### config.mk
export PLATFORM = sky130hd
export DESIGN_NAME = pll_clock_reset_control_flat
export DESIGN_NICKNAME = d
export VERILOG_FILES = /design/src/design/pll_ctl_pkg.sv /design/src/design/clk_ctrl_if.sv /design/src/design/pll_clock_reset_control.sv /design/src/flat_wrapper.sv
export SDC_FILE = /design/constraint.sdc
export NUM_CORES = 1
export LEC_CHECK = 0
export ABC_AREA = 1
export BUFFER_PORTS_ARGS = -buffer_cell sky130_fd_sc_hd__clkbuf_2
export CAP_MARGIN = 10
export CORE_UTILIZATION = 57
export CTS_CLUSTER_DIAMETER = 30
export DETAILED_ROUTE_END_ITERATION = 8
export PLACE_DENSITY = 0.82
export SKIP_CTS_REPAIR_TIMING = 1
export SYNTH_ARGS = -nofsm -noshare
export SYNTH_HDL_FRONTEND = slang
export SYNTH_SLANG_ARGS = --single-unit
### constraint.sdc
create_clock -name ref_clk -period 2.45 [get_ports ref_clk]
set_input_delay 0.49 -clock ref_clk [delete_from_list [all_inputs] [get_ports ref_clk]]
set_output_delay 0.49 -clock ref_clk [all_outputs]
set_load 0.01 [all_outputs]
### src/design/pll_ctl_pkg.sv
`default_nettype none
package pll_ctl_pkg;
   // field selects on the host write path
   localparam logic [1:0] ADDR_REF_SEL = 2'h0;
   localparam logic [1:0] ADDR_PLL_CFG = 2'h1;
   localparam logic [1:0] ADDR_PLL_EN  = 2'h2;
   localparam logic [1:0] ADDR_LP_DIV  = 2'h3;
   // reference choices
   localparam logic       REF_SEL_TX   = 1'b0;
   localparam logic       REF_SEL_PIX  = 1'b1;
   // values after reset
   localparam logic       REF_SEL_RST  = REF_SEL_TX;
   localparam logic [7:0] PLL_CFG_RST  = 8'h00;
   localparam logic       PLL_EN_RST   = 1'b0;
   localparam logic [7:0] LP_DIV_RST   = 8'h01;
   // clock rate and times
   localparam int CLK_PERIOD_NS   = 100;
   localparam int LOCK_TIME_NS    = 100000;
   localparam int SWITCH_GAP_NS   = 200;
   localparam int SLOW_ACCESS_NS  = 1000;
   localparam int FAST_ACCESS_NS  = 200;
   // least times round up, never below one cycle
   localparam int LOCK_CYCLES  = (LOCK_TIME_NS + CLK_PERIOD_NS - 1) / CLK_PERIOD_NS;
   localparam int GAP_CYCLES   = (SWITCH_GAP_NS + CLK_PERIOD_NS - 1) / CLK_PERIOD_NS;
   localparam int SLOW_CYCLES  = (SLOW_ACCESS_NS + CLK_PERIOD_NS - 1) / CLK_PERIOD_NS;
   localparam int FAST_CYCLES  = (FAST_ACCESS_NS + CLK_PERIOD_NS - 1) / CLK_PERIOD_NS;
   // bit clock ratios
   localparam int NIBBLE_DIV = 4;
   localparam int BYTE_DIV   = 8;
   // host commands
   typedef enum logic [2:0] {
      OP_SET_SOURCE = 3'b000,
      OP_SET_CONFIG = 3'b001,
      OP_ENABLE     = 3'b010,
      OP_SLEEP      = 3'b011,
      OP_SET_LPDIV  = 3'b100
   } host_op_t;
   // host write steps
   localparam logic [2:0] STEP_SLEEP  = 3'h0;
   localparam logic [2:0] STEP_SEL    = 3'h1;
   localparam logic [2:0] STEP_CFG    = 3'h2;
   localparam logic [2:0] STEP_EN     = 3'h3;
   localparam logic [2:0] STEP_LPDIV  = 3'h4;
endpackage : pll_ctl_pkg
`default_nettype wire

### src/design/clk_ctrl_if.sv
`default_nettype none
interface clk_ctrl_if;
   // reference clock running, driven by host
   logic       tx_clk_run;
   // field write path
   logic       wr_stb;
   logic [1:0] wr_addr;
   logic [7:0] wr_data;
   // lock indication back to host
   logic       lock_status;
   logic       lock_irq;
   modport dev  (input tx_clk_run, wr_stb, wr_addr, wr_data, output lock_status, lock_irq);
   modport host (output tx_clk_run, wr_stb, wr_addr, wr_data, input lock_status, lock_irq);
endinterface : clk_ctrl_if
`default_nettype wire

### src/design/pll_clock_reset_control.sv
`default_nettype none
// Function
// RL1 - reference select resets to external reference
// RL2 - host picks reference by select write
// RL3 - host keeps reference running after power-up
// RL4 - reference may stop only after select written
// RL5 - pll sleeps after reset until enabled
// RL6 - host writes config before enabling pll
// RL7 - sleep, reprogram, re-enable around source change
// RL8 - system runs on reference until lock
// RL9 - system moves to pll output on lock
// RL10 - host accesses slowly until lock
// RL11 - lock drives an interrupt source
// RL12 - lock status bit readable by host
// RL13 - pll rate equals one lane rate
// RL14 - bit clock sources every other clock
// RL15 - nibble clock is bit clock over four
// RL16 - byte clock is bit clock over eight
// RL17 - low-power clock is byte clock divided
// RL18 - low-power period equals two lpx intervals; a divider of zero or one gives one lpx per period
// RL19 - system clock switch without truncated pulses
module pll_clock_reset_control #(
   parameter int LOCK_CNT = pll_ctl_pkg::LOCK_CYCLES
) (
   // clock and reset
   input  wire logic   ref_clk,
   input  wire logic   srst,
   // link to host
   clk_ctrl_if.dev     ctl,
   // reference presence
   input  wire logic   pix_clk_present,
   // system clock selection
   output logic        sys_on_pll,
   output logic        sys_clk_gate,
   // derived clock enables
   output logic        bit_tick,
   output logic        nibble_tick,
   output logic        byte_tick,
   output logic        lpx_tick,
   output logic        lp_tick,
   // programmed pll state
   output logic        pll_enabled,
   output logic        ref_source_select,
   output logic [7:0]  pll_config
);
   import pll_ctl_pkg::*;

   typedef enum logic [1:0] {
      SYS_REF    = 2'b00,
      SYS_TO_PLL = 2'b01,
      SYS_PLL    = 2'b10,
      SYS_TO_REF = 2'b11
   } sys_state_t;

   localparam int LCW = $clog2(LOCK_CNT + 1);
   localparam int GCW = $clog2(GAP_CYCLES + 1);

   logic             ref_sel_r, ref_sel_nxt;
   logic [7:0]       cfg_r, cfg_nxt;
   logic             en_r, en_nxt;
   logic [7:0]       lpd_r, lpd_nxt;
   logic [LCW-1:0]   lock_cnt_r, lock_cnt_nxt;
   logic             lock_r, lock_nxt;
   sys_state_t       sys_r, sys_nxt;
   logic [GCW-1:0]   gap_r, gap_nxt;
   logic             on_pll_r, on_pll_nxt;
   logic             gate_r, gate_nxt;
   logic [2:0]       div8_r, div8_nxt;
   logic             bit_r, bit_nxt;
   logic             nib_r, nib_nxt;
   logic             byt_r, byt_nxt;
   logic [7:0]       lp_cnt_r, lp_cnt_nxt;
   logic             lpx_r, lpx_nxt;
   logic             lp_r, lp_nxt;
   logic             ref_ok;
   logic             wr_ok;
   logic [7:0]       lp_div_eff;

   // selected reference is running
   assign ref_ok = (ref_sel_r == REF_SEL_TX) ? ctl.tx_clk_run : pix_clk_present;
   // RL3 writes need reference
   assign wr_ok  = ctl.wr_stb && ctl.tx_clk_run;

   // field writes
   always_comb begin
      ref_sel_nxt = ref_sel_r;
      cfg_nxt     = cfg_r;
      en_nxt      = en_r;
      lpd_nxt     = lpd_r;
      if (wr_ok) begin
         unique case (ctl.wr_addr)
            // RL2 reference choice
            ADDR_REF_SEL: ref_sel_nxt = ctl.wr_data[0];
            ADDR_PLL_CFG: cfg_nxt     = ctl.wr_data;
            ADDR_PLL_EN:  en_nxt      = ctl.wr_data[0];
            ADDR_LP_DIV:  lpd_nxt     = ctl.wr_data;
         endcase
      end
   end

   // RL1 RL5 reset values
   always_ff @(posedge ref_clk) begin
      if (srst) begin
         ref_sel_r <= REF_SEL_RST;
         cfg_r     <= PLL_CFG_RST;
         en_r      <= PLL_EN_RST;
         lpd_r     <= LP_DIV_RST;
      end else begin
         ref_sel_r <= ref_sel_nxt;
         cfg_r     <= cfg_nxt;
         en_r      <= en_nxt;
         lpd_r     <= lpd_nxt;
      end
   end

   // lock model: any write to the pll fields restarts acquisition
   always_comb begin
      lock_cnt_nxt = lock_cnt_r;
      lock_nxt     = lock_r;
      if (!en_r || !ref_ok || (wr_ok && ctl.wr_addr != ADDR_LP_DIV)) begin
         lock_cnt_nxt = '0;
         lock_nxt     = 1'b0;
      end else if (lock_cnt_r == LCW'(LOCK_CNT)) begin
         lock_nxt = 1'b1;
      end else begin
         lock_cnt_nxt = lock_cnt_r + LCW'(1);
      end
   end
   always_ff @(posedge ref_clk) begin
      if (srst) begin
         lock_cnt_r <= '0;
         lock_r     <= 1'b0;
      end else begin
         lock_cnt_r <= lock_cnt_nxt;
         lock_r     <= lock_nxt;
      end
   end

   // system clock source; gate stays low across the gap so no short pulse leaks
   always_comb begin
      sys_nxt    = sys_r;
      gap_nxt    = gap_r;
      on_pll_nxt = on_pll_r;
      gate_nxt   = gate_r;
      unique case (sys_r)
         // RL8 run on reference
         SYS_REF: begin
            if (lock_r) begin
               sys_nxt  = SYS_TO_PLL;
               gate_nxt = 1'b0;
               gap_nxt  = '0;
            end
         end
         // RL19 quiet gap then switch
         SYS_TO_PLL: begin
            if (!lock_r) begin
               sys_nxt  = SYS_REF;
               gate_nxt = 1'b1;
            end else if (gap_r == GCW'(GAP_CYCLES)) begin
               // RL9 move to pll
               sys_nxt    = SYS_PLL;
               on_pll_nxt = 1'b1;
               gate_nxt   = 1'b1;
            end else begin
               gap_nxt = gap_r + GCW'(1);
            end
         end
         SYS_PLL: begin
            if (!lock_r) begin
               sys_nxt  = SYS_TO_REF;
               gate_nxt = 1'b0;
               gap_nxt  = '0;
            end
         end
         // RL19 quiet gap back to reference
         SYS_TO_REF: begin
            if (gap_r == GCW'(GAP_CYCLES)) begin
               sys_nxt    = SYS_REF;
               on_pll_nxt = 1'b0;
               gate_nxt   = 1'b1;
            end else begin
               gap_nxt = gap_r + GCW'(1);
            end
         end
      endcase
   end
   always_ff @(posedge ref_clk) begin
      if (srst) begin
         sys_r    <= SYS_REF;
         gap_r    <= '0;
         on_pll_r <= 1'b0;
         gate_r   <= 1'b1;
      end else begin
         sys_r    <= sys_nxt;
         gap_r    <= gap_nxt;
         on_pll_r <= on_pll_nxt;
         gate_r   <= gate_nxt;
      end
   end

   // zero divider would stall the low-power clock, so treat it as one
   assign lp_div_eff = (lpd_r == 8'h00) ? 8'h01 : lpd_r;

   // derived clock enables, all counted from bit ticks
   always_comb begin
      // RL13 RL14 bit tick is the pll rate
      bit_nxt    = on_pll_r && gate_r;
      div8_nxt   = div8_r;
      nib_nxt    = 1'b0;
      byt_nxt    = 1'b0;
      lp_cnt_nxt = lp_cnt_r;
      lpx_nxt    = 1'b0;
      lp_nxt     = 1'b0;
      if (!bit_nxt) begin
         div8_nxt   = '0;
         lp_cnt_nxt = '0;
      end else begin
         div8_nxt = div8_r + 3'h1;
         // RL15 every fourth bit
         nib_nxt  = (div8_r[1:0] == 2'(NIBBLE_DIV - 1));
         // RL16 every eighth bit
         byt_nxt  = (div8_r == 3'(BYTE_DIV - 1));
         if (byt_nxt) begin
            // RL17 divide byte ticks
            if (lp_cnt_r == lp_div_eff - 8'h01) begin
               lp_cnt_nxt = '0;
               lp_nxt     = 1'b1;
               lpx_nxt    = 1'b1;
            end else begin
               lp_cnt_nxt = lp_cnt_r + 8'h01;
            end
            // RL18 second lpx at half period
            if (lp_cnt_r == (lp_div_eff >> 1) - 8'h01 && lp_div_eff > 8'h01) begin
               lpx_nxt = 1'b1;
            end
         end
      end
   end
   always_ff @(posedge ref_clk) begin
      if (srst) begin
         bit_r    <= 1'b0;
         div8_r   <= '0;
         nib_r    <= 1'b0;
         byt_r    <= 1'b0;
         lp_cnt_r <= '0;
         lpx_r    <= 1'b0;
         lp_r     <= 1'b0;
      end else begin
         bit_r    <= bit_nxt;
         div8_r   <= div8_nxt;
         nib_r    <= nib_nxt;
         byt_r    <= byt_nxt;
         lp_cnt_r <= lp_cnt_nxt;
         lpx_r    <= lpx_nxt;
         lp_r     <= lp_nxt;
      end
   end

   // RL12 lock status readable
   assign ctl.lock_status = lock_r;
   // RL11 lock as interrupt source
   assign ctl.lock_irq    = lock_r;
   assign sys_on_pll        = on_pll_r;
   assign sys_clk_gate      = gate_r;
   assign bit_tick          = bit_r;
   assign nibble_tick       = nib_r;
   assign byte_tick         = byt_r;
   assign lpx_tick          = lpx_r;
   assign lp_tick           = lp_r;
   assign pll_enabled       = en_r;
   assign ref_source_select = ref_sel_r;
   assign pll_config        = cfg_r;
endmodule : pll_clock_reset_control
`default_nettype wire

### src/flat_wrapper.sv
// flat-port wrapper written by rule: the top's interface ports become plain ports
module pll_clock_reset_control_flat import pll_ctl_pkg::*;
#(
   parameter int LOCK_CNT = pll_ctl_pkg::LOCK_CYCLES
)
  (ref_clk, srst, pix_clk_present, sys_on_pll, sys_clk_gate, bit_tick, nibble_tick, byte_tick, lpx_tick, lp_tick, pll_enabled, ref_source_select, pll_config, ctl_tx_clk_run, ctl_wr_stb, ctl_wr_addr, ctl_wr_data, ctl_lock_status, ctl_lock_irq);
  clk_ctrl_if ctl_i ();
  input  wire logic ref_clk;
  input  wire logic srst;
  input  wire logic pix_clk_present;
  output logic sys_on_pll;
  output logic sys_clk_gate;
  output logic bit_tick;
  output logic nibble_tick;
  output logic byte_tick;
  output logic lpx_tick;
  output logic lp_tick;
  output logic pll_enabled;
  output logic ref_source_select;
  output logic [7:0] pll_config;
  input wire logic [$bits(ctl_i.tx_clk_run)-1:0] ctl_tx_clk_run;
  input wire logic [$bits(ctl_i.wr_stb)-1:0] ctl_wr_stb;
  input wire logic [$bits(ctl_i.wr_addr)-1:0] ctl_wr_addr;
  input wire logic [$bits(ctl_i.wr_data)-1:0] ctl_wr_data;
  output wire logic [$bits(ctl_i.lock_status)-1:0] ctl_lock_status;
  output wire logic [$bits(ctl_i.lock_irq)-1:0] ctl_lock_irq;
  assign ctl_i.tx_clk_run = ctl_tx_clk_run;
  assign ctl_i.wr_stb = ctl_wr_stb;
  assign ctl_i.wr_addr = ctl_wr_addr;
  assign ctl_i.wr_data = ctl_wr_data;
  assign ctl_lock_status = ctl_i.lock_status;
  assign ctl_lock_irq = ctl_i.lock_irq;
  pll_clock_reset_control #(.LOCK_CNT(LOCK_CNT)) u_core (.ref_clk(ref_clk), .srst(srst), .ctl(ctl_i), .pix_clk_present(pix_clk_present), .sys_on_pll(sys_on_pll), .sys_clk_gate(sys_clk_gate), .bit_tick(bit_tick), .nibble_tick(nibble_tick), .byte_tick(byte_tick), .lpx_tick(lpx_tick), .lp_tick(lp_tick), .pll_enabled(pll_enabled), .ref_source_select(ref_source_select), .pll_config(pll_config));
endmodule
==> metrics.yaml, run 1 <==
global_route:
  grt_antenna_before_repair: 0
  gr_ovfl_total: 0
  grt_pass1_vias: 1911
  groute.usage.overall_pct: 23.8
  maximum_number_of_pins_on_one_net_before_global_route_repair: 19
  grt_pass1_wl_mm: 8.22
clock_tree:
  clock_slew_at_the_register_clock_pins_of_the_worst_setup_and_hold_paths_ns: 0.10
  ctsHtreeMaxLevel: 2
  tritoncts: "built"
  cts_max_path_bufs: 2
  cts_made_buffers: 5
  clock-sinks: 51
  clock_insertion_delay_worst_skew_ns: 0.31
  ctsRootBufferMaster: "sky130_fd_sc_hd__clkbuf_8"
power:
  switching_share_pct: 25.8
  design_power_total_mw: 1.48
  power.net_switching_uw: 381
  share_clk_of_total_power_pct: 33.2
  share_comb_of_total_power_pct: 9.4
  p_leak_nw: 1.22
  internal_power_mw: 1.10
  share_seq_of_total_power_pct: 57.4
  powerDensity_mw_per_mm2: 523
  peakVddDrop_uv: 389
detailed_routing:
  first_iter_violations: 150
  drtPass1Iterations: 4
  routed-wl-met3_um: 204
  detail_route.wirelength.met1_mm: 2.35
  routed_via_density: 5.10
  drt_drc_violations_left: 0
  dr_total_vias: 2166
  highest-signal-layer: "met4"
  wl_met2_mm: 2.24
  drt.antenna.violating_nets: 0
  detail_route.wl_per_cell_um: 11.5
  routed_wl_mm: 4.90
timing:
  total_count_of_hold_check_failures_in_the_final_report: 0
  finalWorstPathRequiredPeriod_ns: 2.12
  tightestPinTransition_ns: 0.432
  max_freq_mhz: 472
  setup_viol: 0
  rsz0062_at_grt: "no"
  timing.slew.headroom_pct: 71.0
  clock_skew_ns: 0.00617
  fin_crit_sh_pct: 86.6
  drv_slew: 0
  setup-tns-final_ns: 0
setup_path:
  critPathRequiredTime_ns: 2.66
  start_kind: "register"
  path_max_fanout: 8
  setup.worst_path.class: "register to register"
  critPathCaptureType: "register"
  rrSetupSlack_ns: 0.33
  crit_path_dat_ns: 2.33
min_path:
  holdCritPathClass: "primary input to register"
yosys:
  synth_edf_count: 0
  syn_area_per_cell_um2: 7.48
  syn-cell-area_mm2: 0.00252
  seq_area_frac_synth_pct: 40.5
  async_reset_ff_share_pct: 0
  synthesis.nets: 362
  ys_seq_elements: 51
  synth_ff_type: "sky130_fd_sc_hd__dfxtp_1"
  postSynthCellCount: 337
  synthDistinctLibCells: 35
  warnings_from_yosys: 0
floorplanning:
  floorplan.die.height_um: 68.5
  boundaryPins: 34
  die_x_um: 68.5
  floorplan.die_area_mm2: 0.00469
  design.core.area_mm2: 0.00412
  floorplan.rows: 23
  initial_utilization_pct: 61.3
placement:
  post-place-cells: 417
  place.detailed.hpwl_mm: 3.82
  gp_congestion: 0.947
  numPortBuffers: 33
layout:
  post_route_cells_drive_above_1_share_pct: 15.2
  layoutNonFillerInstCount: 425
  antennaDiodeCount: 0
  final_nets: 399
  post-route-util_pct: 68.7
  number_of_filler_instances_in_the_final_layout: 366
  areaGrowthSynthToFinish_pct: 12.2
outcome:
  run_status: "finished clean"
job:
  timing.max_cap.violations: 0
[registers in the layout, indices dropped and copies added, names as in the netlist, named ones only]
register	cells
u_core.bit_tick	1
u_core.lock_cnt_r	10
u_core.pll_config	8
u_core.div8_r	3
u_core.sys_clk_gate	1
u_core.ctl.lock_irq	1
u_core.lpd_r	8
u_core.ref_source_select	1
u_core.sys_r	1
u_core.nibble_tick	1
u_core.pll_enabled	1
u_core.sys_on_pll	1
u_core.gap_r	2
u_core.lpx_tick	1
u_core.lp_cnt_r	8
u_core.byte_tick	1
u_core.lp_tick	1
[through the flow]
stage | worst slack (ns) | area (um2) | hold slack [ns]
after floorplan | 0.504 | 2520 | 0.399
after global placement | 0.405 | 2740 | 0.407
after detailed placement | 0.319 | 2740 | 0.416
after CTS | 0.318 | 2830 | 0.414
after global routing | 0.0837 | 2830 | 0.435
final | 0.330 | 2830 | 0.422
[worst max-delay path, cell delays in order (launching register included)]
cell and delay [ns]:
sky130_fd_sc_hd__dfxtp_1 0.32, sky130_fd_sc_hd__inv_1 0.23, sky130_fd_sc_hd__nand2_4 0.11, sky130_fd_sc_hd__nor2_4 0.17, sky130_fd_sc_hd__nor2_4 0.06, sky130_fd_sc_hd__ha_1 0.23
sky130_fd_sc_hd__xnor2_1 0.14, sky130_fd_sc_hd__xnor2_1 0.13, sky130_fd_sc_hd__nor2_1 0.11, sky130_fd_sc_hd__nand2_1 0.05, sky130_fd_sc_hd__nor2_1 0.15, sky130_fd_sc_hd__nand3_2 0.15
sky130_fd_sc_hd__nand2_4 0.12, sky130_fd_sc_hd__nor2_1 0.05
[final cells by class]
cell class | instances | area (um2) | area share [%]
clock buffer | 5 | 68.8 | 2.43
timing repair buffer | 36 | 188 | 6.64
inverter | 46 | 173 | 6.11
clock inverter | 3 | 23.8 | 0.841
multi-input combinational | 234 | 1290 | 45.7
sequential | 51 | 1020 | 36.1
tap | 50 | 62.6 | 2.21
[power groups by stage]
| stage | registers (mW) | logic, mW | clock network (mW) |
|---|---|---|---|
| floorplan | 0.868 | 0.0950 | 0 |
| global placement | 0.868 | 0.135 | 0 |
| detailed placement | 0.868 | 0.137 | 0 |
| CTS | 0.849 | 0.139 | 0.511 |
| global route | 0.850 | 0.156 | 0.535 |
| finish | 0.849 | 0.139 | 0.492 |
[layer usage]
metal	up-vias	global-route usage [%]
met4	0	9.11
met5	-	0
met1	966	29.6
li1	1147	-
met2	43	39.5
met3	10	5.59
[synthesized netlist by cell type (2+ instances only)]
cell type,instances,area [um2]
sky130_fd_sc_hd__nand2_4,2,22.5
sky130_fd_sc_hd__o21ai_2,2,17.5
sky130_fd_sc_hd__xnor2_1,12,105
sky130_fd_sc_hd__a21oi_1,17,85.1
sky130_fd_sc_hd__nand4_1,2,12.5
sky130_fd_sc_hd__nand2_1,46,173
sky130_fd_sc_hd__nor2_4,3,33.8
sky130_fd_sc_hd__ha_1,10,125
sky130_fd_sc_hd__a31oi_1,3,18.8
sky130_fd_sc_hd__inv_1,45,169
sky130_fd_sc_hd__nand3_2,2,20.0
sky130_fd_sc_hd__nor2_1,61,229
sky130_fd_sc_hd__nor3_1,13,65.1
sky130_fd_sc_hd__nand3_1,11,55.1
sky130_fd_sc_hd__xor2_1,13,114
sky130_fd_sc_hd__dfxtp_1,51,1020
sky130_fd_sc_hd__nor2_2,2,12.5
sky130_fd_sc_hd__nor4_1,3,18.8
sky130_fd_sc_hd__o21ai_0,23,115
[cells in the final DEF, fill, tap and decap left out]
cell type and instances:
sky130_fd_sc_hd__buf_4 3, sky130_fd_sc_hd__a31oi_1 3, sky130_fd_sc_hd__nand2_1 46, sky130_fd_sc_hd__clkbuf_2 33, sky130_fd_sc_hd__o22ai_1 1, sky130_fd_sc_hd__mux2_2 1, sky130_fd_sc_hd__xor2_1 13, sky130_fd_sc_hd__nand2_2 1
sky130_fd_sc_hd__a21oi_1 17, sky130_fd_sc_hd__dfxtp_1 51, sky130_fd_sc_hd__clkbuf_8 5, sky130_fd_sc_hd__a221oi_1 1, sky130_fd_sc_hd__nor2_1 61, sky130_fd_sc_hd__nor2_4 3, sky130_fd_sc_hd__nor2_2 2, sky130_fd_sc_hd__nand3_2 2
sky130_fd_sc_hd__xnor2_1 12, sky130_fd_sc_hd__nand3_1 11, sky130_fd_sc_hd__o21ai_2 2, sky130_fd_sc_hd__o21a_1 1, sky130_fd_sc_hd__clkinv_1 1, sky130_fd_sc_hd__a211oi_1 1, sky130_fd_sc_hd__inv_1 45, sky130_fd_sc_hd__nor3_1 13
sky130_fd_sc_hd__o2111ai_1 1, sky130_fd_sc_hd__nor4_1 3, sky130_fd_sc_hd__o21ai_1 1, sky130_fd_sc_hd__nand2_4 2, sky130_fd_sc_hd__inv_6 1, sky130_fd_sc_hd__o21ai_0 23, sky130_fd_sc_hd__ha_1 10, sky130_fd_sc_hd__clkinvlp_4 2
sky130_fd_sc_hd__nand4_1 2, sky130_fd_sc_hd__nor3b_1 1
[final timing paths]
kind                                startpoint                           endpoint  cells after the start
setup / recovery  u_core.lpd_r[1]$_SDFFE_PP0P_    u_core.lp_cnt_r[5]$_SDFFE_PP0P_                     13
hold / removal                  ctl_wr_data[4]  u_core.pll_config[4]$_SDFFE_PP0P_                      3
setup reg to reg  u_core.lpd_r[1]$_SDFFE_PP0P_    u_core.lp_cnt_r[5]$_SDFFE_PP0P_                     13
hold reg to reg    u_core.div8_r[0]$_SDFF_PP0_        u_core.div8_r[0]$_SDFF_PP0_                      1
[cells by family (layout without fill, tap and decap cells)]
kind of cell / Yosys count / after routing / synth area share [%]
AOI/OAI and AO/OA: 51 / 51 / 11.1
xor gates and xnor gates: 25 / 25 / 8.68
adders and majority gates: 10 / 10 / 4.96
buffers and inverters: 52 / 90 / 8.29
DFF: 51 / 51 / 40.5
muxes: 1 / 1 / 0.447
and+or+nand+nor: 147 / 147 / 26.0
Note: power is estimated with default switching activity, not from simulation.
==> inputs of run 2 (changes only) <==
- MAX_ROUTING_LAYER: default -> met4
==> run 2 against run 1 <==
Against the previous run:
- count of clock-buffer cells in the layout rose by 2
- sequential cell count unchanged
- final cell count unchanged
- largest cell class unchanged
- highest routed layer unchanged
==> metrics.yaml, run 2 (synthesis results as in run 1) <==
timing:
  clock_skew_ns: 0.00635  # was 0.00617 ns
  finalWorstPathRequiredPeriod_ns: 2.16  # was 2.12 ns
  setup-tns-final_ns: 0  # unchanged
  total_count_of_hold_check_failures_in_the_final_report: 0  # unchanged
  tightestPinTransition_ns: 0.450  # was 0.432 ns
  setup_viol: 0  # unchanged
  max_freq_mhz: 462  # was 472 MHz
  rsz0062_at_grt: "no"  # unchanged
  fin_crit_sh_pct: 88.3  # was 86.6%
  drv_slew: 0  # unchanged
  timing.slew.headroom_pct: 69.8  # was 71.0%
floorplanning:
  design.core.area_mm2: 0.00412  # unchanged
  floorplan.die_area_mm2: 0.00469  # unchanged
  floorplan.die.height_um: 68.5  # unchanged
  boundaryPins: 34  # unchanged
  initial_utilization_pct: 61.3  # unchanged
  die_x_um: 68.5  # unchanged
  floorplan.rows: 23  # unchanged
power:
  design_power_total_mw: 1.50  # was 1.48 mW
  p_leak_nw: 1.23  # was 1.22 nW
  peakVddDrop_uv: 425  # was 389 uV
  powerDensity_mw_per_mm2: 531  # was 523 mW/mm2
detailed_routing:
  drt.antenna.violating_nets: 0  # unchanged
  detail_route.wl_per_cell_um: 12.2  # was 11.5 um
  routed_wl_mm: 5.18  # was 4.90 mm
  routed_via_density: 5.17  # was 5.10
  dr_total_vias: 2199  # was 2166
  drtPass1Iterations: 4  # unchanged
  first_iter_violations: 161  # was 150
  drt_drc_violations_left: 0  # unchanged
global_route:
  grt.met1_usage_pct: 30.8  # was 29.6%
  globalRouteMet3Util_pct: 5.76  # was 5.59%
  grt_pass1_vias: 1948  # was 1911
  global_route.peak_usage_layer: "met2"  # unchanged
  groute.usage.overall_pct: 25.3  # was 23.8%
  grt_use_met2_pct: 41.9  # was 39.5%
  gr_ovfl_total: 0  # unchanged
  grt_pass1_wl_mm: 8.54  # was 8.22 mm
  maximum_number_of_pins_on_one_net_before_global_route_repair: 19  # unchanged
  grt_antenna_before_repair: 0  # unchanged
layout:
  largest_register_ffs: 10  # unchanged
  area_taken_by_multi_input_logic_gates_mm2: 0.00129  # unchanged
  number_of_filler_instances_in_the_final_layout: 352  # was 366
  areaGrowthSynthToFinish_pct: 12.3  # was 12.2%
  layout_commonest_cell: "sky130_fd_sc_hd__nor2_1"  # unchanged
  post_route_cells_drive_above_1_share_pct: 14.9  # was 15.2%
  registers.top_by_ff_count: "u_core.lock_cnt_r"  # unchanged
  antennaDiodeCount: 0  # unchanged
  final_cell_mix: "sky130_fd_sc_hd__nor2_1 (61), sky130_fd_sc_hd__dfxtp_1 (51), sky130_fd_sc_hd__nand2_1 (46)"  # unchanged
  area.sequential_mm2: 0.00102  # unchanged
  final_nets: 399  # unchanged
min_path:
  hp-start: "ctl_wr_data[4]"  # unchanged
  holdCritPathClass: "primary input to register"  # unchanged
setup_path:
  worstSetupStartpoint: "u_core.lpd_r[3]$_SDFFE_PP0P_"  # was u_core.lpd_r[1]$_SDFFE_PP0P_
  crit_buf_inv: 0  # was 1
  crit_path_dat_ns: 2.37  # was 2.33 ns
  path_delay_family: "simple AND/OR/NAND/NOR gates"  # unchanged
  timing.critical_path.slowest_stage_cell: "sky130_fd_sc_hd__dfxtp_1"  # unchanged
  timing.critical_path.cells: "nor2_4, nand2_4, nor2_4, nor2_4, ha_1, xnor2_1, xnor2_1, nor2_1, nand2_1, nor2_1, nand3_2, nand2_4, nor2_1"  # was inv_1, nand2_4, nor2_4, nor2_4, ha_1, xnor2_1, xnor2_1, nor2_1, nand2_1, nor2_1, nand3_2, nand2_4, nor2_1
  reg2reg_from: "u_core.lpd_r[3]$_SDFFE_PP0P_"  # was u_core.lpd_r[1]$_SDFFE_PP0P_
  start_kind: "register"  # unchanged
  crit_path_max_incr_delay_ns: 0.41  # was 0.32 ns
  path_max_fanout: 7  # was 8
  critPathCaptureType: "register"  # unchanged
  setup.worst_path.class: "register to register"  # unchanged
  critPathRequiredTime_ns: 2.66  # about the same
job:
  timing.max_cap.violations: 0  # unchanged
placement:
  gp_congestion: 0.939  # was 0.947
  numPortBuffers: 33  # unchanged
  place.detailed.hpwl_mm: 3.88  # was 3.82 mm
clock_tree:
  tritoncts: "built"  # unchanged
  cts_max_path_bufs: 2  # unchanged
  cts_made_buffers: 5  # unchanged
  clock_insertion_delay_worst_skew_ns: 0.31  # about the same
  ctsRootBufferMaster: "sky130_fd_sc_hd__clkbuf_8"  # unchanged
  ctsHtreeMaxLevel: 2  # unchanged
  clock-sinks: 51  # unchanged
  clock_slew_at_the_register_clock_pins_of_the_worst_setup_and_hold_paths_ns: 0.09  # was 0.10 ns
outcome:
  run_status: "finished clean"  # unchanged
-- run 2: cell count changes in the layout (fill, tap and decap cells not counted) --
cell / previous run / this run
sky130_fd_sc_hd__inv_6: 1 / 0
sky130_fd_sc_hd__clkinv_4: 0 / 1
sky130_fd_sc_hd__clkbuf_1: 0 / 1
sky130_fd_sc_hd__clkinvlp_4: 2 / 0
sky130_fd_sc_hd__clkbuf_8: 5 / 6
-- run 2: cell type report --
type / instances / share of cell area [%]
multi-input cells: 234 / 45.6
flip-flops and latches: 51 / 36.1
repair buffers: 36 / 6.63
inverters: 46 / 6.10
clock buffers: 7 / 3.05
well taps: 50 / 2.21
clock inverters: 1 / 0.309
-- run 2: report_power, final --
part / switching, mW / internal [mW] / leakage [nW] / total [mW]
Clock: 0.281 / 0.232 / 0.0484 / 0.512
Combinational: 0.0863 / 0.0551 / 0.766 / 0.141
Sequential: 0.0102 / 0.839 / 0.412 / 0.849
Total: 0.377 / 1.13 / 1.23 / 1.50
-- run 2: through the flow --
stage | worst slack, ns | util [%] | std cells | area [um2] | hold slack [ns]
floorplan | 0.504 | - | 337 | 2520 | 0.399
global placement | 0.405 | 66.5 | 417 | 2740 | 0.407
detailed placement | 0.316 | 66.5 | 417 | 2740 | 0.434
CTS | 0.304 | 68.8 | 425 | 2830 | 0.418
global route | 0.145 | 68.8 | 425 | 2830 | 0.425
finish | 0.286 | 68.8 | 425 | 2830 | 0.416
-- run 2: final timing paths --
kind	end	slack, ns	depth (start not counted)
worst max-delay path	u_core.lp_cnt_r[5]$_SDFFE_PP0P_	0.29	13
worst min-delay path	u_core.pll_config[4]$_SDFFE_PP0P_	0.42	3
worst max register to register	u_core.lp_cnt_r[5]$_SDFFE_PP0P_	0.29	13
worst min register to register	u_core.div8_r[0]$_SDFF_PP0_	0.44	1
-- run 2: worst register-to-register path, cell delays in order (launching register included) --
cell and delay [ns]:
sky130_fd_sc_hd__dfxtp_1 0.41, sky130_fd_sc_hd__nor2_4 0.18, sky130_fd_sc_hd__nand2_4 0.09, sky130_fd_sc_hd__nor2_4 0.17, sky130_fd_sc_hd__nor2_4 0.06, sky130_fd_sc_hd__ha_1 0.24, sky130_fd_sc_hd__xnor2_1 0.20, sky130_fd_sc_hd__xnor2_1 0.09
sky130_fd_sc_hd__nor2_1 0.11, sky130_fd_sc_hd__nand2_1 0.05, sky130_fd_sc_hd__nor2_1 0.16, sky130_fd_sc_hd__nand3_2 0.15, sky130_fd_sc_hd__nand2_4 0.12, sky130_fd_sc_hd__nor2_1 0.05
-- run 2: layer usage --
metal	part of all wire, %	vias up	wire length, um
met1	48	1010	2490
met5	0	-	0
met4	1.2	0	60
met3	3.0	6	154
met2	48	37	2480
li1	-	1146	-
